<file path="config.mk">
export PLATFORM = sky130hd
export DESIGN_NAME = bridge_pwm
export DESIGN_NICKNAME = d
export VERILOG_FILES = /design/src/bridge_pwm_pkg.sv /design/src/bridge_pwm.sv
export VERILOG_INCLUDE_DIRS = /design/src
export SDC_FILE = /design/constraint.sdc
export NUM_CORES = 1
export LEC_CHECK = 0
export BUFFER_PORTS_ARGS = -buffer_cell sky130_fd_sc_hd__clkbuf_2
export CORE_MARGIN = 5
export CORE_UTILIZATION = 52
export DETAILED_ROUTE_END_ITERATION = 6
export PLACE_DENSITY = 0.81
export SYNTH_ARGS = -nofsm -noshare
export SYNTH_HDL_FRONTEND = slang
export SYNTH_SLANG_ARGS = --single-unit
export TNS_END_PERCENT = 20
</file>
<file path="constraint.sdc">
create_clock -name pclk -period 3.2 [get_ports pclk]
set_input_delay 0 -clock pclk [delete_from_list [all_inputs] [get_ports pclk]]
set_output_delay 0 -clock pclk [all_outputs]
set_load 0.01 [all_outputs]
</file>
<file path="src/bridge_pwm_defs.svh">
// Offsets, field positions, reset values and timing counts
`ifndef BRIDGE_PWM_DEFS_SVH
`define BRIDGE_PWM_DEFS_SVH

// ----------------------------------------
// Register byte offsets
// ----------------------------------------
`define OFF_CTRL   12'h000
`define OFF_SDCFG  12'h004
`define OFF_DBCTL  12'h008
`define OFF_STATUS 12'h00c

// ----------------------------------------
// Field positions and reset values
// ----------------------------------------
`define SD_FLAG_BIT 7
`define CTRL_RST    8'h00
`define SDCFG_RST   8'h00
`define DBCTL_RST   8'h00

// ----------------------------------------
// Timing counts
// ----------------------------------------
`define DIR_LEAD    8'h04
`define INSTR_DIV   2'h3

`endif

</file>
<file path="src/bridge_pwm_pkg.sv">
// Types shared by the bridge PWM output stage
`default_nettype none

package bridge_pwm_pkg;

    // Mode/enable control, direction is mode[1]
    typedef struct packed {
        logic [4:0] rsvd;
        logic       en;
        logic [1:0] mode;
    } ctrl_t;

    // Shutdown configuration
    typedef struct packed {
        logic       flag;
        logic [2:0] src;
        logic [1:0] ac;
        logic [1:0] bd;
    } sd_cfg_t;

    // Dead-band control
    typedef struct packed {
        logic       restart;
        logic [6:0] count;
    } db_ctl_t;

    // Time base signals from the shared timer
    typedef struct packed {
        logic       period_end;
        logic       duty;
        logic [7:0] count;
        logic [7:0] period;
    } timebase_t;

    // Direction sequencer states
    typedef enum logic {
        DIR_STEADY,
        DIR_BLANK
    } dir_state_t;

endpackage

`default_nettype wire

</file>
<file path="src/bridge_pwm.sv">
// Enhanced bridge PWM output stage with shutdown and dead band
//
// The placing of the registers and the APB slave port were decided locally.
`timescale 1ns/1ps
`include "bridge_pwm_defs.svh"
`default_nettype none

module bridge_pwm
    import bridge_pwm_pkg::*;
(
    input  wire logic        pclk,
    input  wire logic        presetn,
    input  wire logic        psel,
    input  wire logic        penable,
    input  wire logic        pwrite,
    input  wire logic [11:0] paddr,
    input  wire logic [31:0] pwdata,
    output logic      [31:0] prdata,
    output logic             pready,
    output logic             pslverr,
    input  wire timebase_t   tb,
    input  wire logic        int_pin_n,
    input  wire logic [1:0]  comparator_output,
    output logic             out_a,
    output logic             out_b,
    output logic             out_c,
    output logic             out_d,
    output logic             out_a_oe_n,
    output logic             out_b_oe_n,
    output logic             out_c_oe_n,
    output logic             out_d_oe_n
);

    // ----------------------------------------
    // Declarations
    // ----------------------------------------
    ctrl_t      ctrl_q;
    sd_cfg_t    sd_q;
    db_ctl_t    db_q;
    dir_state_t state_q;
    logic        flag_q;
    logic        flag_d;
    logic        hold_q;
    logic        run_q;
    logic        dir_q;
    logic [1:0]  div_q;
    logic [2:0]  sync1_q;
    logic [2:0]  sync2_q;
    logic        pready_q;
    logic        pslverr_q;
    logic [31:0] prdata_q;
    logic [3:0]  out_q;
    logic [3:0]  oe_n_q;
    logic [1:0]  db_out;

    // ----------------------------------------
    // Bus decode
    // ----------------------------------------
    wire acc     = psel & penable;
    wire done    = acc & pready_q;
    wire wr      = done & pwrite;
    wire hit_c   = paddr == `OFF_CTRL;
    wire hit_s   = paddr == `OFF_SDCFG;
    wire hit_d   = paddr == `OFF_DBCTL;
    wire hit_t   = paddr == `OFF_STATUS;
    wire mapped  = hit_c | hit_s | hit_d | hit_t;
    wire wr_sd   = wr & hit_s;
    wire [7:0] status = {4'h0, run_q, hold_q,
                         state_q == DIR_BLANK, dir_q};
    wire [7:0] rd_byte =
        hit_c ? ctrl_q :
        hit_s ? {flag_q, sd_q.src, sd_q.ac, sd_q.bd} :
        hit_d ? db_q :
        hit_t ? status : 8'h00;

    // ----------------------------------------
    // Mode decode
    // ----------------------------------------
    wire is_full   = ctrl_q.mode[0];
    wire is_half   = ctrl_q.mode == 2'b10;
    wire new_dir   = ctrl_q.mode[1];
    wire instr_en  = div_q == `INSTR_DIV;
    wire window    = tb.count == tb.period - `DIR_LEAD;
    wire pending   = is_full & (new_dir != dir_q);

    // ----------------------------------------
    // Shutdown sources, synchronised copies only
    // ----------------------------------------
    // source polarity
    wire [2:0] src_lvl = {~sync2_q[2], sync2_q[1:0]};
    wire src_hit = |(sd_q.src & src_lvl);
    wire shut    = flag_q | hold_q | src_hit;

    // APB answer, one wait state
    always_ff @(posedge pclk or negedge presetn) begin
        if (!presetn) begin
            pready_q  <= 1'b0;
            pslverr_q <= 1'b0;
            prdata_q  <= 32'h0000_0000;
        end else begin
            pready_q  <= acc & ~pready_q;
            pslverr_q <= acc & ~pready_q & ~mapped;
            prdata_q  <= {24'h00_0000, rd_byte};
        end
    end

    // Software registers
    always_ff @(posedge pclk or negedge presetn) begin
        if (!presetn) begin
            ctrl_q <= `CTRL_RST;
            sd_q   <= `SDCFG_RST;
            db_q   <= `DBCTL_RST;
        end else begin
            if (wr & hit_c)
                ctrl_q <= pwdata[7:0];
            if (wr_sd)
                sd_q <= pwdata[7:0];
            if (wr & hit_d)
                db_q <= pwdata[7:0];
        end
    end

    // Two-flop synchronisers for pin and comparator levels
    // sync before flag
    always_ff @(posedge pclk or negedge presetn) begin
        if (!presetn) begin
            sync1_q <= 3'b100;
            sync2_q <= 3'b100;
        end else begin
            sync1_q <= {int_pin_n, comparator_output};
            sync2_q <= sync1_q;
        end
    end

    // Instruction cycle enable, one in four clocks
    always_ff @(posedge pclk or negedge presetn) begin
        if (!presetn)
            div_q <= 2'h0;
        else
            div_q <= div_q + 2'h1;
    end

    // ----------------------------------------
    // Shutdown event flag
    // ----------------------------------------
    // hardware set wins
    assign flag_d =
        src_hit                   ? 1'b1 :
        wr_sd                     ? pwdata[`SD_FLAG_BIT] :
        (db_q.restart & flag_q)   ? 1'b0 :
        flag_q;

    always_ff @(posedge pclk or negedge presetn) begin
        if (!presetn)
            flag_q <= 1'b0;
        else
            flag_q <= flag_d;
    end

    // Outputs stay parked until a period boundary
    // release at period start
    always_ff @(posedge pclk or negedge presetn) begin
        if (!presetn)
            hold_q <= 1'b0;
        else if (flag_q | src_hit)
            hold_q <= 1'b1;
        else if (tb.period_end)
            hold_q <= 1'b0;
    end

    // Start only on a whole period, avoids runt pulses
    always_ff @(posedge pclk or negedge presetn) begin
        if (!presetn)
            run_q <= 1'b0;
        else if (!ctrl_q.en)
            run_q <= 1'b0;
        else if (tb.period_end)
            run_q <= 1'b1;
    end

    // ----------------------------------------
    // Direction sequencer
    // ----------------------------------------
    // change taken at window
    always_ff @(posedge pclk or negedge presetn) begin
        if (!presetn) begin
            state_q <= DIR_STEADY;
            dir_q   <= 1'b0;
        end else begin
            case (state_q)
                DIR_STEADY: begin
                    if (!is_full) begin
                        dir_q <= new_dir;
                    end else if (pending & window) begin
                        dir_q   <= new_dir;
                        state_q <= DIR_BLANK;
                    end else if (pending & tb.period_end) begin
                        // Period too short for the lead
                        dir_q <= new_dir;
                    end
                end
                DIR_BLANK: begin
                    if (tb.period_end)
                        state_q <= DIR_STEADY;
                end
                default: state_q <= DIR_STEADY;
            endcase
        end
    end

    // ----------------------------------------
    // Half-bridge dead band, one counter per leg
    // ----------------------------------------
    genvar gi;
    generate
        for (gi = 0; gi < 2; gi++) begin : g_db
            logic [6:0] cnt_q;
            // Leg A follows duty, leg B its complement
            // complementary legs
            wire tgt = run_q & is_half
                     & (gi == 0 ? tb.duty : ~tb.duty);
            always_ff @(posedge pclk or negedge presetn) begin
                if (!presetn)
                    cnt_q <= 7'h00;
                else if (!tgt)
                    cnt_q <= 7'h00;
                else if (instr_en & (cnt_q < db_q.count))
                    cnt_q <= cnt_q + 7'h01;
            end
            assign db_out[gi] = tgt & (cnt_q >= db_q.count);
        end
    endgenerate

    // ----------------------------------------
    // Output selection, order {d, c, b, a}
    // ----------------------------------------
    // blanking kills modulation
    wire mod = run_q & tb.duty & (state_q == DIR_STEADY);
    wire [3:0] nom =
        is_full ? (dir_q ? {1'b0, run_q, mod, 1'b0}
                         : {mod, 2'b00, run_q}) :
        is_half ? {2'b00, db_out} :
        {3'b000, run_q & tb.duty};
    wire [3:0] pin_en = !ctrl_q.en ? 4'h0 :
        is_full ? 4'hf : is_half ? 4'h3 : 4'h1;
    wire [3:0] sd_val = {sd_q.bd[0], sd_q.ac[0],
                         sd_q.bd[0], sd_q.ac[0]};
    wire [3:0] sd_tri = {sd_q.bd[1], sd_q.ac[1],
                         sd_q.bd[1], sd_q.ac[1]};

    // Registered pins; shutdown lags source by sync depth
    // force enabled pins
    always_ff @(posedge pclk or negedge presetn) begin
        if (!presetn) begin
            out_q  <= 4'h0;
            oe_n_q <= 4'hf;
        end else begin
            out_q  <= shut ? sd_val : nom;
            oe_n_q <= ~pin_en | ({4{shut}} & sd_tri);
        end
    end

    // ----------------------------------------
    // Port drive
    // ----------------------------------------
    // flag visible in config read
    assign prdata     = prdata_q;
    assign pready     = pready_q;
    assign pslverr    = pslverr_q;
    assign out_a      = out_q[0];
    assign out_b      = out_q[1];
    assign out_c      = out_q[2];
    assign out_d      = out_q[3];
    assign out_a_oe_n = oe_n_q[0];
    assign out_b_oe_n = oe_n_q[1];
    assign out_c_oe_n = oe_n_q[2];
    assign out_d_oe_n = oe_n_q[3];
endmodule

`default_nettype wire

</file>
Word level (Yosys, flattened, before mapping)
Cells that the tools add are included.
Storage, ports and cells
  input bits: 70
  word-level logic and storage cells: 112
  bits in registers: 68
  output and inout bits: 42
Cells by class
  $lt $le $gt $ge: 4
  muxes and demuxes: 29
  reductions and logical operators: 5
  equality and inequality tests: 11
  add/sub/neg operators: 4
  bitwise logic cells: 36
Operators with widths (count)
  $mux 7: 4
  $eq 12x4->1 const B: 2
  $mux 4: 6
  $mux 8: 3
  $and 1x1->1: 21
  $add 7x1->7 const B: 2
  $ge 7x7->1: 2
  $lt 7x7->1: 2
  $mux 1: 13
  $eq 12x3->1 const B: 1
  $logic_not 12->1: 1
  $eq 8x8->1: 1
  $sub 8x3->8 const B: 1
  $or 1x1->1: 6
  $not 1->1: 5
  $and 4x4->4: 1
  $eq 2x2->1 const B: 2
  $mux 2: 2
  $ne 2x1->1 const B: 2
  $not 4->4: 1
  $or 4x4->4: 1
  $and 3x3->3: 1
  $ne 3x1->1 const B: 1
  $reduce_bool 3->1: 1
  7 further kinds: 7

Logic depth before layout (Yosys ltp)
Gate-level depths: netlist (run 1).
  depth in word-level cells: 7
  depth in mapped cells: 9
  mapped depth without buffers: 8

Least setup slack after synthesis (run 1)
Ideal clock, no wire load.
  path type: reg-to-reg
  from: register db_q[4] (netlist name)
  to: register g_db[0].cnt_q[5]
  setup time: 0.078 ns
  stages on the path, launching flop included: 10
  data required time: 3.122 ns
  path slack: 0.974 ns
  clock period less this slack: 2.226 ns
  arrival: 2.148 ns
  cell sequence: dfrtp_1 inv_1 ha_1 a21o_1 a21o_1 a21o_1 or3_1 buf_2 or3_1 a21oi_1
Between the ends
  longest elaborated chain between the ends: 3
RTL lines
  from (decl): line bridge_pwm.sv:39  | db_ctl_t db_q;
  from (signal assigned): line bridge_pwm.sv:112  | db_q <= `DBCTL_RST;
  from (signal assigned): line bridge_pwm.sv:119  | db_q <= pwdata[7:0];
  $lt 7x7->1: line bridge_pwm.sv:227  | else if (instr_en & (cnt_q < db_q.count))
  $and 1x1->1: line bridge_pwm.sv:227
  $ne 2x1->1 (no line)
  to (signal assigned): line bridge_pwm.sv:228  | cnt_q <= cnt_q + 7'h01;
  to (decl): line bridge_pwm.sv:217  | logic [6:0] cnt_q;
Every way passes these cells.
A chain may end at the register's enable or synchronous reset.

Final worst setup path (run 1)
  from: register db_q[4] (netlist name)
  to: register g_db[0].cnt_q[6]
The elaborated chain is that of the path after synthesis.

==> flow_metrics.tcl, run 1 <==
set metrics [dict create \
    root_buffer "clkbuf_8" \
    cts_tree "built" \
    synth_commonest_cells "dfrtp_1, buf_4, nand2_1, nor2_1, inv_1" \
    clkSinkCount 68 \
    die_y_um 93.5 \
    ys_ff_latch 68 \
    grtUsageTotal 0.193 \
    drt_iter0_markers 118 \
    diodes 0 \
    setup-violations-final 0 \
    holdPathStages 4 \
    slew_headroom 0.430 \
    die_area_mm2 0.00874 \
    ioPinCount 112 \
    outcome "finished clean" \
    crit_arrival_ns 2.68 \
    finalClockSkew_ns 0.00858 \
    synth.area.top_cells "dfrtp_1, ha_1, buf_4, mux2_2, dfstp_2" \
    areaGrowthSynthToFinish_pct 18.4 \
    hold_viol 0 \
    synth_edf_count 0 \
    grt_max_degree 36 \
    synth_warnings 0 \
    crit_family "simple AND/OR/NAND/NOR gates" \
    fin_area_mm2 0.00429 \
    synth_top_area_share 0.428 \
    wl_met1_mm 3.01 \
    period_needed_ns 2.42 \
    synth_flop_cell "dfrtp_1" \
    path_clk_slew_ns 0.07 \
    grt_setup_unrepaired "no" \
    port_buffers 63 \
    worstSetupPathType "flop to flop" \
    cts_buffer_depth 2 \
    gp_congestion 0.887 \
    clock.fmax_mhz 414 \
    synth_area_mm2 0.00363 \
    synth_cell_types 49 \
    ant_nets 0 \
    dp_hpwl_mm 5.57 \
    coreArea_mm2 0.00679 \
    path_max_fanout 6 \
    drt-pass1-iter-count 4 \
    dr_wl_met2_mm 3.86 \
    highest_layer "met4" \
    route.met3.wl_um 433 \
    grt_pass1_vias 2888 \
    synthesis.instances 336 \
    cts_made_buffers 9 \
    maxCapViolations 0 \
    tns_ns 0 \
    rows 30 \
    dieWidth_um 93.5 \
    p_per_area_mw_per_mm2 395 \
    crit_chain "inv_1 > ha_1 > a21o_1 > a21o_1 > a21o_1 > or3_1 > or3_1 > a21oi_1" \
    postSynthAreaPerCell_um2 10.8 \
    rr_worst_depth 8 \
    cp_common_cell "a21o_1" \
    slew_viol_final 0 \
    cts_setup_buffers 0 \
    place_area_mm2 0.00394 \
    synthArstFlopShare 1.00 \
    fin_total_pwr_mw 1.70 \
    worst-path-buf-inv 1 \
    vias 2748 \
    slowest_delay_ns 0.48 \
    nets 505 \
    cpMaxStageDelayCell "or3_1" \
    antenna_found_initial 0 \
    drive_gt1_frac 0.261 \
    drt-total-wl_mm 7.61 \
    grt.overflow.total 0 \
    post_drt_wl_per_cell_um 14.7 \
    path_depth 8 \
    cts_max_level 3 \
    vias_per_cell 5.31 \
    clk_latency_ns 0.34 \
    finalCritPeriodShare 0.755 \
    ys_seq_area_frac 0.471 \
    post-route-drc-count 0 \
    yosysTopAreaCell "dfrtp_1" \
    grt_pass1_wl_mm 13.1 \
    start_util 0.534 \
    worstHoldPathType "input pin to flop" \
    worst_slew_pin_slew_ns 0.855 \
    cp-start-kind "flop" \
    crit_required_ns 3.46 \
    n_fill_cell 516 \
    p_leak_nw 2.15 \
    crit_path_end_kind "flop" \
    ir_drop_uv 228 \
    synth_most_common_cell "dfrtp_1" \
]
-- metal layers --
| metal | up-vias | global-route usage |
|---|---|---|
| met2 | 95 | 0.331 |
| met1 | 1321 | 0.220 |
| li1 | 1297 | - |
| met5 | - | 0 |
| met3 | 35 | 0.0426 |
| met4 | 0 | 0.112 |
-- path summary, 6_finish.rpt --
check                                     start                            to  slack [ns]
min in group asynchronous               presetn           prdata[7]$_DFF_PN0_        0.30
setup reg to reg            db_q[4]$_DFFE_PN0P_  g_db[0].cnt_q[6]$_DFFE_PN0P_        0.78
hold / removal                           tb[12]             state_q$_DFF_PN0_        0.16
setup / recovery            db_q[4]$_DFFE_PN0P_  g_db[0].cnt_q[6]$_DFFE_PN0P_        0.78
max in group asynchronous               presetn           oe_n_q[1]$_DFF_PN1_        1.92
hold reg to reg            sync1_q[1]$_DFF_PN0_          sync2_q[1]$_DFF_PN0_        0.35
-- metrics by stage --
step	cells	setup WS, ns	hold slack [ns]	util
final	518	0.784	0.161	0.632
after global routing	518	0.644	0.189	0.632
after CTS	518	0.769	0.151	0.632
after detailed placement	486	0.792	0.0893	0.580
after global placement	486	0.864	0.0870	0.580
after floorplan	359	0.974	-0.296	-
-- power by group --
group | total (mW) | switching [mW] | internal [mW]
Sequential | 0.869 | 0.00244 | 0.866
Combinational | 0.126 | 0.0705 | 0.0556
Clock | 0.701 | 0.320 | 0.381
Total | 1.70 | 0.393 | 1.30
-- cell families after synthesis --
family | Yosys count | share of synthesized area
fa+ha+maj | 18 | 0.0621
other cells | 1 | 0.00103
xor+xnor | 16 | 0.0386
buf+inv | 53 | 0.0807
simple gates | 102 | 0.160
mux | 27 | 0.0939
flops | 68 | 0.471
compound gates | 51 | 0.0921
-- tightest hold or removal path, delay by kind of cell --
| family | cells | cell delay (ns) |
|---|---|---|
| simple gates | 1 | 0.09 |
| compound gates | 1 | 0.19 |
| buf+inv | 1 | 0.11 |
| mux | 1 | 0.08 |
-- final cells by class --
class,instances,area [µm²],share of cell area
multi-input cells,238,1710,0.399
flip-flops and latches,68,1710,0.398
repair buffers,80,483,0.113
clock buffers,12,145,0.0338
well taps,96,120,0.0280
inverters,20,75.1,0.0175
clock inverters,4,48.8,0.0114
-- registers in the layout, indices dropped and copies added, names as in the netlist, 2 cells and up --
| signal | count |
|---|---|
| ctrl_q | 8 |
| db_q | 8 |
| div_q | 2 |
| g_db.cnt_q | 14 |
| oe_n_q | 4 |
| out_q | 4 |
| prdata | 8 |
| sd_q | 7 |
| sync1_q | 3 |
| sync2_q | 3 |
-- cell usage in the layout (no fill, tap or decap), types with 3 or more instances in the layout --
cell type,n
o21ai_0,14
or3_1,7
clkbuf_2,63
nor2_1,21
mux2i_1,7
a21oi_1,13
conb_1,24
clkbuf_8,10
nand2_1,22
dlygate4sd3_1,16
ha_1,18
xnor2_1,9
nand4_1,4
a221o_1,3
nor3_1,5
or4_1,3
nor2b_1,8
o31ai_1,3
nor4_1,6
nand3_1,10
dfstp_2,6
mux4_2,4
mux2_2,16
nand2b_1,3
o211ai_1,3
a21o_1,6
dfrtp_1,62
inv_1,20
xor2_1,7
-- what timing repair did --
action / CTS / global route
hold buffers: 16 / 0
resized for setup: 0 / 0
endpoints found under the hold margin: 65 / 0
No activity file was read; power rests on OpenSTA's default activity.
==> run 2: changes to the inputs <==
--- a/config.mk
+++ b/config.mk
@@ -6,11 +6,12 @@
 export SDC_FILE = /design/constraint.sdc
 export NUM_CORES = 1
 export LEC_CHECK = 0
+export ABC_AREA = 1
 export BUFFER_PORTS_ARGS = -buffer_cell sky130_fd_sc_hd__clkbuf_2
 export CORE_MARGIN = 5
-export CORE_UTILIZATION = 52
+export CORE_UTILIZATION = 47
 export DETAILED_ROUTE_END_ITERATION = 6
-export PLACE_DENSITY = 0.81
+export PLACE_DENSITY = 0.76
 export SYNTH_ARGS = -nofsm -noshare
 export SYNTH_HDL_FRONTEND = slang
 export SYNTH_SLANG_ARGS = --single-unit
==> constraint.sdc (replaced) <==
create_clock -name pclk -period 2.04 [get_ports pclk]
set_input_delay 0 -clock pclk [delete_from_list [all_inputs] [get_ports pclk]]
set_output_delay 0 -clock pclk [all_outputs]
set_load 0.01 [all_outputs]
==> run 2 against run 1 <==
Effect of this change:
- non-clock buffer count is 2 higher
- largest power group unchanged
- clock power is 68% higher
- fmax is 33% higher
- highest routed layer unchanged
==> flow_metrics.tcl, run 2 <==
set metrics [dict create \
    cts_made_buffers 9 \
    clockPowerShare 0.412 \
    synthArstFlopShare 1.00 \
    grt-busiest-layer "met2" \
    cts_buffer_depth 2 \
    slew_viol_final 0 \
    post_drt_wl_per_cell_um 12.2 \
    synth_flop_cell "dfrtp_1" \
    dp_hpwl_mm 6.27 \
    cts_max_level 3 \
    setup_ws_ns 0.219 \
    rows 33 \
    cts_tree "built" \
    yosysTopAreaCell "dfrtp_1" \
    root_buffer "clkbuf_8" \
    ioPinCount 112 \
    intPower_mw 2.17 \
    diodes 0 \
    period_needed_ns 1.82 \
    clk_latency_ns 0.34 \
    seq_power_share 0.486 \
    layout_commonest_cell "nand2_1" \
    r2r_slack_ns 0.22 \
    holdPathStages 4 \
    ys_seq_area_frac 0.436 \
    dieWidth_um 101 \
    cts_resized 0 \
    vias 3290 \
    post-route-drc-count 0 \
    p_sw_uw 701 \
    grtUsageTotal 0.170 \
    vias_per_cell 4.94 \
    synth_commonest_cells "nand2_1, dfrtp_1, inv_1, nor2_1, nand3_1" \
    fin_total_pwr_mw 2.87 \
    path_max_fanout 8 \
    port_buffers 63 \
    drive_gt1_frac 0.226 \
    crit_required_ns 2.28 \
    drt-total-wl_mm 8.14 \
    path_clk_slew_ns 0.08 \
    synthesis.instances 470 \
    p_per_area_mw_per_mm2 622 \
    outcome "finished clean" \
    final_cell_mix "nand2_1, clkbuf_2, dfrtp_1" \
    synth_area_mm2 0.00392 \
    slowest_delay_ns 0.38 \
    seqCellArea_mm2 0.00171 \
    hold_viol 0 \
    p_comb_frac 0.102 \
    nets 644 \
    ys_ff_latch 68 \
    grt.overflow.total 0 \
    postSynthAreaPerCell_um2 8.35 \
    n_fill_cell 744 \
    synth_edf_count 0 \
    grt_pass1_vias 3128 \
    drt-pass1-iter-count 4 \
    multi_input_area_mm2 0.00184 \
    clock.fmax_mhz 549 \
    synth.area.top_cells "dfrtp_1, nand2_1, ha_1, inv_1, buf_4" \
    cpMaxStageDelayCell "dfrtp_1" \
    synth_top_area_share 0.396 \
    grt_use_met2 0.285 \
    worstSetupStartpoint "db_q[6]$_DFFE_PN0P_" \
    coreArea_mm2 0.00818 \
    grt_setup_unrepaired "no" \
    fin_area_mm2 0.00462 \
    crit_path_end_kind "flop" \
    rr_worst_depth 9 \
    drt_iter0_markers 127 \
    crit_arrival_ns 2.06 \
    ant_nets 0 \
    ir_drop_uv 422 \
    finalCritPeriodShare 0.893 \
    tns_ns 0 \
    synth_warnings 0 \
    worstHoldStart "paddr[3]" \
    worstSetupPathType "flop to flop" \
    die_area_mm2 0.0103 \
    areaGrowthSynthToFinish_pct 17.8 \
    place_area_mm2 0.00426 \
    cts_setup_buffers 0 \
    grt_pass1_wl_mm 14.0 \
    synth_most_common_cell "nand2_1" \
    antenna_found_initial 0 \
    largest_register_ff_count 14 \
    top_register "g_db.cnt_q" \
    setup-violations-final 0 \
    maxCapViolations 0 \
    clkSinkCount 68 \
    sw_frac_of_total 0.244 \
    die_y_um 101 \
    met1_usage 0.222 \
    finalClockSkew_ns 0.0122 \
    grt_max_degree 69 \
    p_leak_nw 2.44 \
    final_core_util 0.565 \
    worstHoldPathType "input pin to flop" \
    crit_chain "inv_1 > ha_1 > a21oi_1 > o21a_1 > nand3_1 > nor2_1 > nand2_1 > nand2_1 > nor2_1" \
    dpl_worst_slack_ns 0.272 \
    r2r_start "db_q[6]$_DFFE_PN0P_" \
    cp-start-kind "flop" \
    grt_use_met3 0.0379 \
    gp_congestion 0.841 \
    start_util 0.480 \
    synth_cell_types 39 \
]
-- run 2: path summary, 6_finish.rpt --
check	end
worst min-delay path	prdata[1]$_DFF_PN0_
worst max register to register	g_db[0].cnt_q[6]$_DFFE_PN0P_
worst min register to register	sync2_q[1]$_DFF_PN0_
worst max-delay path	g_db[0].cnt_q[6]$_DFFE_PN0P_
min in group asynchronous	sync1_q[1]$_DFF_PN0_
max in group asynchronous	oe_n_q[1]$_DFF_PN1_
-- run 2: per-stage QoR --
step           std cells  hold slack (ns)
3_5_place_dp         635           0.0526
5_1_grt              666           0.0795
4_1_cts              666           0.0434
2_1_floorplan        493           -0.296
6_report             666           0.0504
3_3_place_gp         635           0.0447
-- run 2: layer usage --
metal | part of all wire | up-vias
met5 | 0 | -
met1 | 0.44 | 1552
met4 | 0.012 | 0
li1 | - | 1654
met2 | 0.49 | 74
met3 | 0.059 | 10
-- run 2: final cells by class --
class / count / area share
multi-input combinational: 336 / 0.399
sequential: 68 / 0.370
timing repair buffer: 82 / 0.110
inverter: 59 / 0.0479
clock buffer: 11 / 0.0284
tap: 105 / 0.0284
clock inverter: 5 / 0.0168
-- run 2: what timing repair did --
item / CTS / global route
setup endpoints to repair: 0 / 0
hold buffers: 15 / 0
hold endpoints to repair: 97 / 0
-- run 2: power by group through the flow --
stage	Clock [mW]	Combinational, mW	Sequential, mW
4_1_cts	1.20	0.295	1.39
5_1_grt	1.27	0.337	1.40
2_1_floorplan	0	0.188	1.42
3_3_place_gp	0	0.262	1.42
6_report	1.18	0.293	1.40
3_5_place_dp	0	0.272	1.42
-- run 2: kinds of logic after synthesis --
kind of cell | Yosys count | share of synthesized area
and+or+nand+nor | 223 | 0.266
xor gates and xnor gates | 4 | 0.00893
DFF | 68 | 0.436
other | 1 | 0.000956
adders and majority gates | 18 | 0.0574
AOI/OAI and AO/OA | 67 | 0.115
buffers and inverters | 89 | 0.116
-- run 2: worst max-delay path: cells and delay by family, from the launching register on --
| family | cells | cell delay (ns) |
|---|---|---|
| simple gates | 5 | 0.61 |
| compound gates | 2 | 0.33 |
| fa+ha+maj | 1 | 0.32 |
| buf+inv | 1 | 0.09 |
| flops | 1 | 0.38 |
==> run 3: changes to the inputs <==
--- a/config.mk
+++ b/config.mk
@@ -12,6 +12,7 @@
 export CORE_UTILIZATION = 47
 export DETAILED_ROUTE_END_ITERATION = 6
 export PLACE_DENSITY = 0.76
+export SETUP_SLACK_MARGIN = 0.4
 export SYNTH_ARGS = -nofsm -noshare
 export SYNTH_HDL_FRONTEND = slang
 export SYNTH_SLANG_ARGS = --single-unit
==> constraint.sdc (replaced) <==
create_clock -name pclk -period 2.04 [get_ports pclk]
set_input_delay 0 -clock pclk [delete_from_list [all_inputs] [get_ports pclk]]
set_output_delay 0 -clock pclk [all_outputs]
set_load 0.05 [all_outputs]
==> run 3 against run 2 <==
Effect of this change:
- fmax increased by 8.9%
- combinational power grew 29%
- via count rose by 3.4%
- non-clock buffer count grew 12
- worst hold slack worse by 0.0029 ns
- design area rose by 4.4%
- global-route usage is 0.22 points higher
- clock-buffer cell count stayed put
- flip-flop and latch count unchanged
- critical path type unchanged
- largest power group unchanged
==> flow_metrics.tcl, run 3 (synthesized netlist as in run 2, its figures left out) <==
set metrics [dict create \
    outcome "finished clean" \
    fin_hold_ws_ns 0.0474 \
    grt_pass1_vias 3172 \
    sw_frac_of_total 0.265 \
    cts_tree "built" \
    dieWidth_um 101 \
    finalCritPeriodShare 0.819 \
    r2r_slack_ns 0.37 \
    crit_path_end_kind "flop" \
    vias 3401 \
    port_buffers 63 \
    ioPinCount 112 \
    r2r_end "g_db[1].cnt_q[6]$_DFFE_PN0P_" \
    p_sw_uw 783 \
    r2r_start "db_q[3]$_DFFE_PN0P_" \
    place_area_mm2 0.00426 \
    nets 656 \
    antenna_found_initial 0 \
    ir_drop_uv 422 \
    post_drt_wl_per_cell_um 12.7 \
    crit_required_ns 2.31 \
    cpMaxStageDelayCell "dfrtp_1" \
    tns_ns 0 \
    path_depth 10 \
    gp_congestion 0.841 \
    top_register "g_db.cnt_q" \
    slew_viol_final 0 \
    p_per_area_mw_per_mm2 612 \
    slowest_delay_ns 0.39 \
    worst-path-buf-inv 2 \
    clk_latency_ns 0.34 \
    final_cell_mix "nand2_1, clkbuf_2, dfrtp_1" \
    areaGrowthSynthToFinish_pct 23.1 \
    grt_max_degree 69 \
    hold_viol 0 \
    hold_end "prdata[1]$_DFF_PN0_" \
    vias_per_cell 5.02 \
    crit_chain "inv_1 > ha_1 > nand2_1 > nor2_1 > nand2_1 > nand3_2 > nand2_4 > buf_4 > nand4_1 > o21ai_1" \
    rr_worst_depth 10 \
    drt-total-wl_mm 8.60 \
    p_leak_nw 2.51 \
    post-route-drc-count 0 \
    fin_area_mm2 0.00483 \
    seq_power_share 0.472 \
    grt.overflow.total 0 \
    grt_pass1_wl_mm 14.2 \
    clock.fmax_mhz 598 \
    root_buffer "clkbuf_8" \
    worstHoldStart "paddr[3]" \
    coreArea_mm2 0.00818 \
    rows 33 \
    cts_buffer_depth 2 \
    largest_register_ff_count 14 \
    holdPathStages 4 \
    ant_nets 0 \
    cp-start-kind "flop" \
    start_util 0.480 \
    grt_setup_unrepaired "yes" \
    grtUsageTotal 0.173 \
    drt_iter0_markers 160 \
    worstSetupPathType "flop to flop" \
    diodes 0 \
    drt-pass1-iter-count 5 \
    die_area_mm2 0.0103 \
    cts_made_buffers 9 \
    cts_max_level 3 \
    clockPowerShare 0.400 \
    crit_family "simple AND/OR/NAND/NOR gates" \
    period_needed_ns 1.67 \
    drive_gt1_frac 0.284 \
    path_clk_slew_ns 0.08 \
    path_max_fanout 6 \
    crit_arrival_ns 1.94 \
    intPower_mw 2.17 \
    die_y_um 101 \
    worstHoldPathType "input pin to flop" \
    p_comb_frac 0.128 \
    final_core_util 0.590 \
    layout_commonest_cell "nand2_1" \
    cp_common_cell "nand2_1" \
    clkSinkCount 68 \
    setup-violations-final 0 \
    dp_hpwl_mm 6.27 \
    maxCapViolations 0 \
    finalClockSkew_ns 0.0112 \
]
run 3: changes by cell type in the layout (fill, tap and decap cells not counted), sizes merged:
cell and change:
buf +12
run 3: per-layer routing:
layer | share of wire | track usage | routed length (µm) | vias up
li1 | - | - | - | 1685
met1 | 0.42 | 0.222 | 3590 | 1586
met3 | 0.067 | 0.0379 | 580 | 21
met4 | 0.022 | 0.0511 | 187 | 0
met5 | 0 | 0 | 0 | -
met2 | 0.49 | 0.292 | 4240 | 109
run 3: per-stage QoR:
| step | cells | setup WS [ns] | power [mW] |
|---|---|---|---|
| after floorplan | 493 | 0.400 | 1.69 |
| after global placement | 635 | 0.302 | 1.76 |
| after detailed placement | 635 | 0.272 | 1.77 |
| after CTS | 672 | 0.394 | 2.98 |
| after global routing | 678 | 0.272 | 3.08 |
| final | 678 | 0.369 | 2.95 |
run 3: worst reg2reg max path: stages, from the launching register on:
cell     delay, ns
dfrtp_1       0.39
inv_1         0.15
ha_1          0.26
nand2_1       0.10
nor2_1        0.05
nand2_1       0.09
nand3_2       0.14
nand2_4       0.13
buf_4         0.14
nand4_1       0.07
o21ai_1       0.08
run 3: worst max path at each step:
stage,startpoint,to,slack (ns)
floorplan,pready$_DFF_PN0_,db_q[4]$_DFFE_PN0P_,0.40
global placement,db_q[6]$_DFFE_PN0P_,g_db[0].cnt_q[6]$_DFFE_PN0P_,0.30
detailed placement,db_q[2]$_DFFE_PN0P_,g_db[0].cnt_q[6]$_DFFE_PN0P_,0.27
CTS,db_q[5]$_DFFE_PN0P_,g_db[1].cnt_q[6]$_DFFE_PN0P_,0.39
global route,db_q[3]$_DFFE_PN0P_,g_db[1].cnt_q[2]$_DFFE_PN0P_,0.27
finish,db_q[3]$_DFFE_PN0P_,g_db[1].cnt_q[6]$_DFFE_PN0P_,0.37
run 3: layout make-up:
cell class	instances	area [µm²]
Fill cell	718	3350
Clock inverter	5	77.6
Clock buffer	11	131
Sequential cell	68	1710
Timing Repair Buffer	94	598
Inverter	59	221
Multi-Input combinational cell	336	1960
Tap cell	105	131
run 3: timing repair:
item,in CTS,in global routing
pin swaps,2,9
hold endpoints to repair,97,0
hold buffers,15,0
endpoints found under the setup margin,13,17
gates resized for setup,7,20
setup buffers,6,6
run 3: power by group through the flow:
stage	combinational (mW)	clock, mW	sequential [mW]
floorplan	0.267	0	1.42
global placement	0.345	0	1.42
detailed placement	0.355	0	1.42
CTS	0.378	1.20	1.39
global route	0.421	1.27	1.40
finish	0.377	1.18	1.40
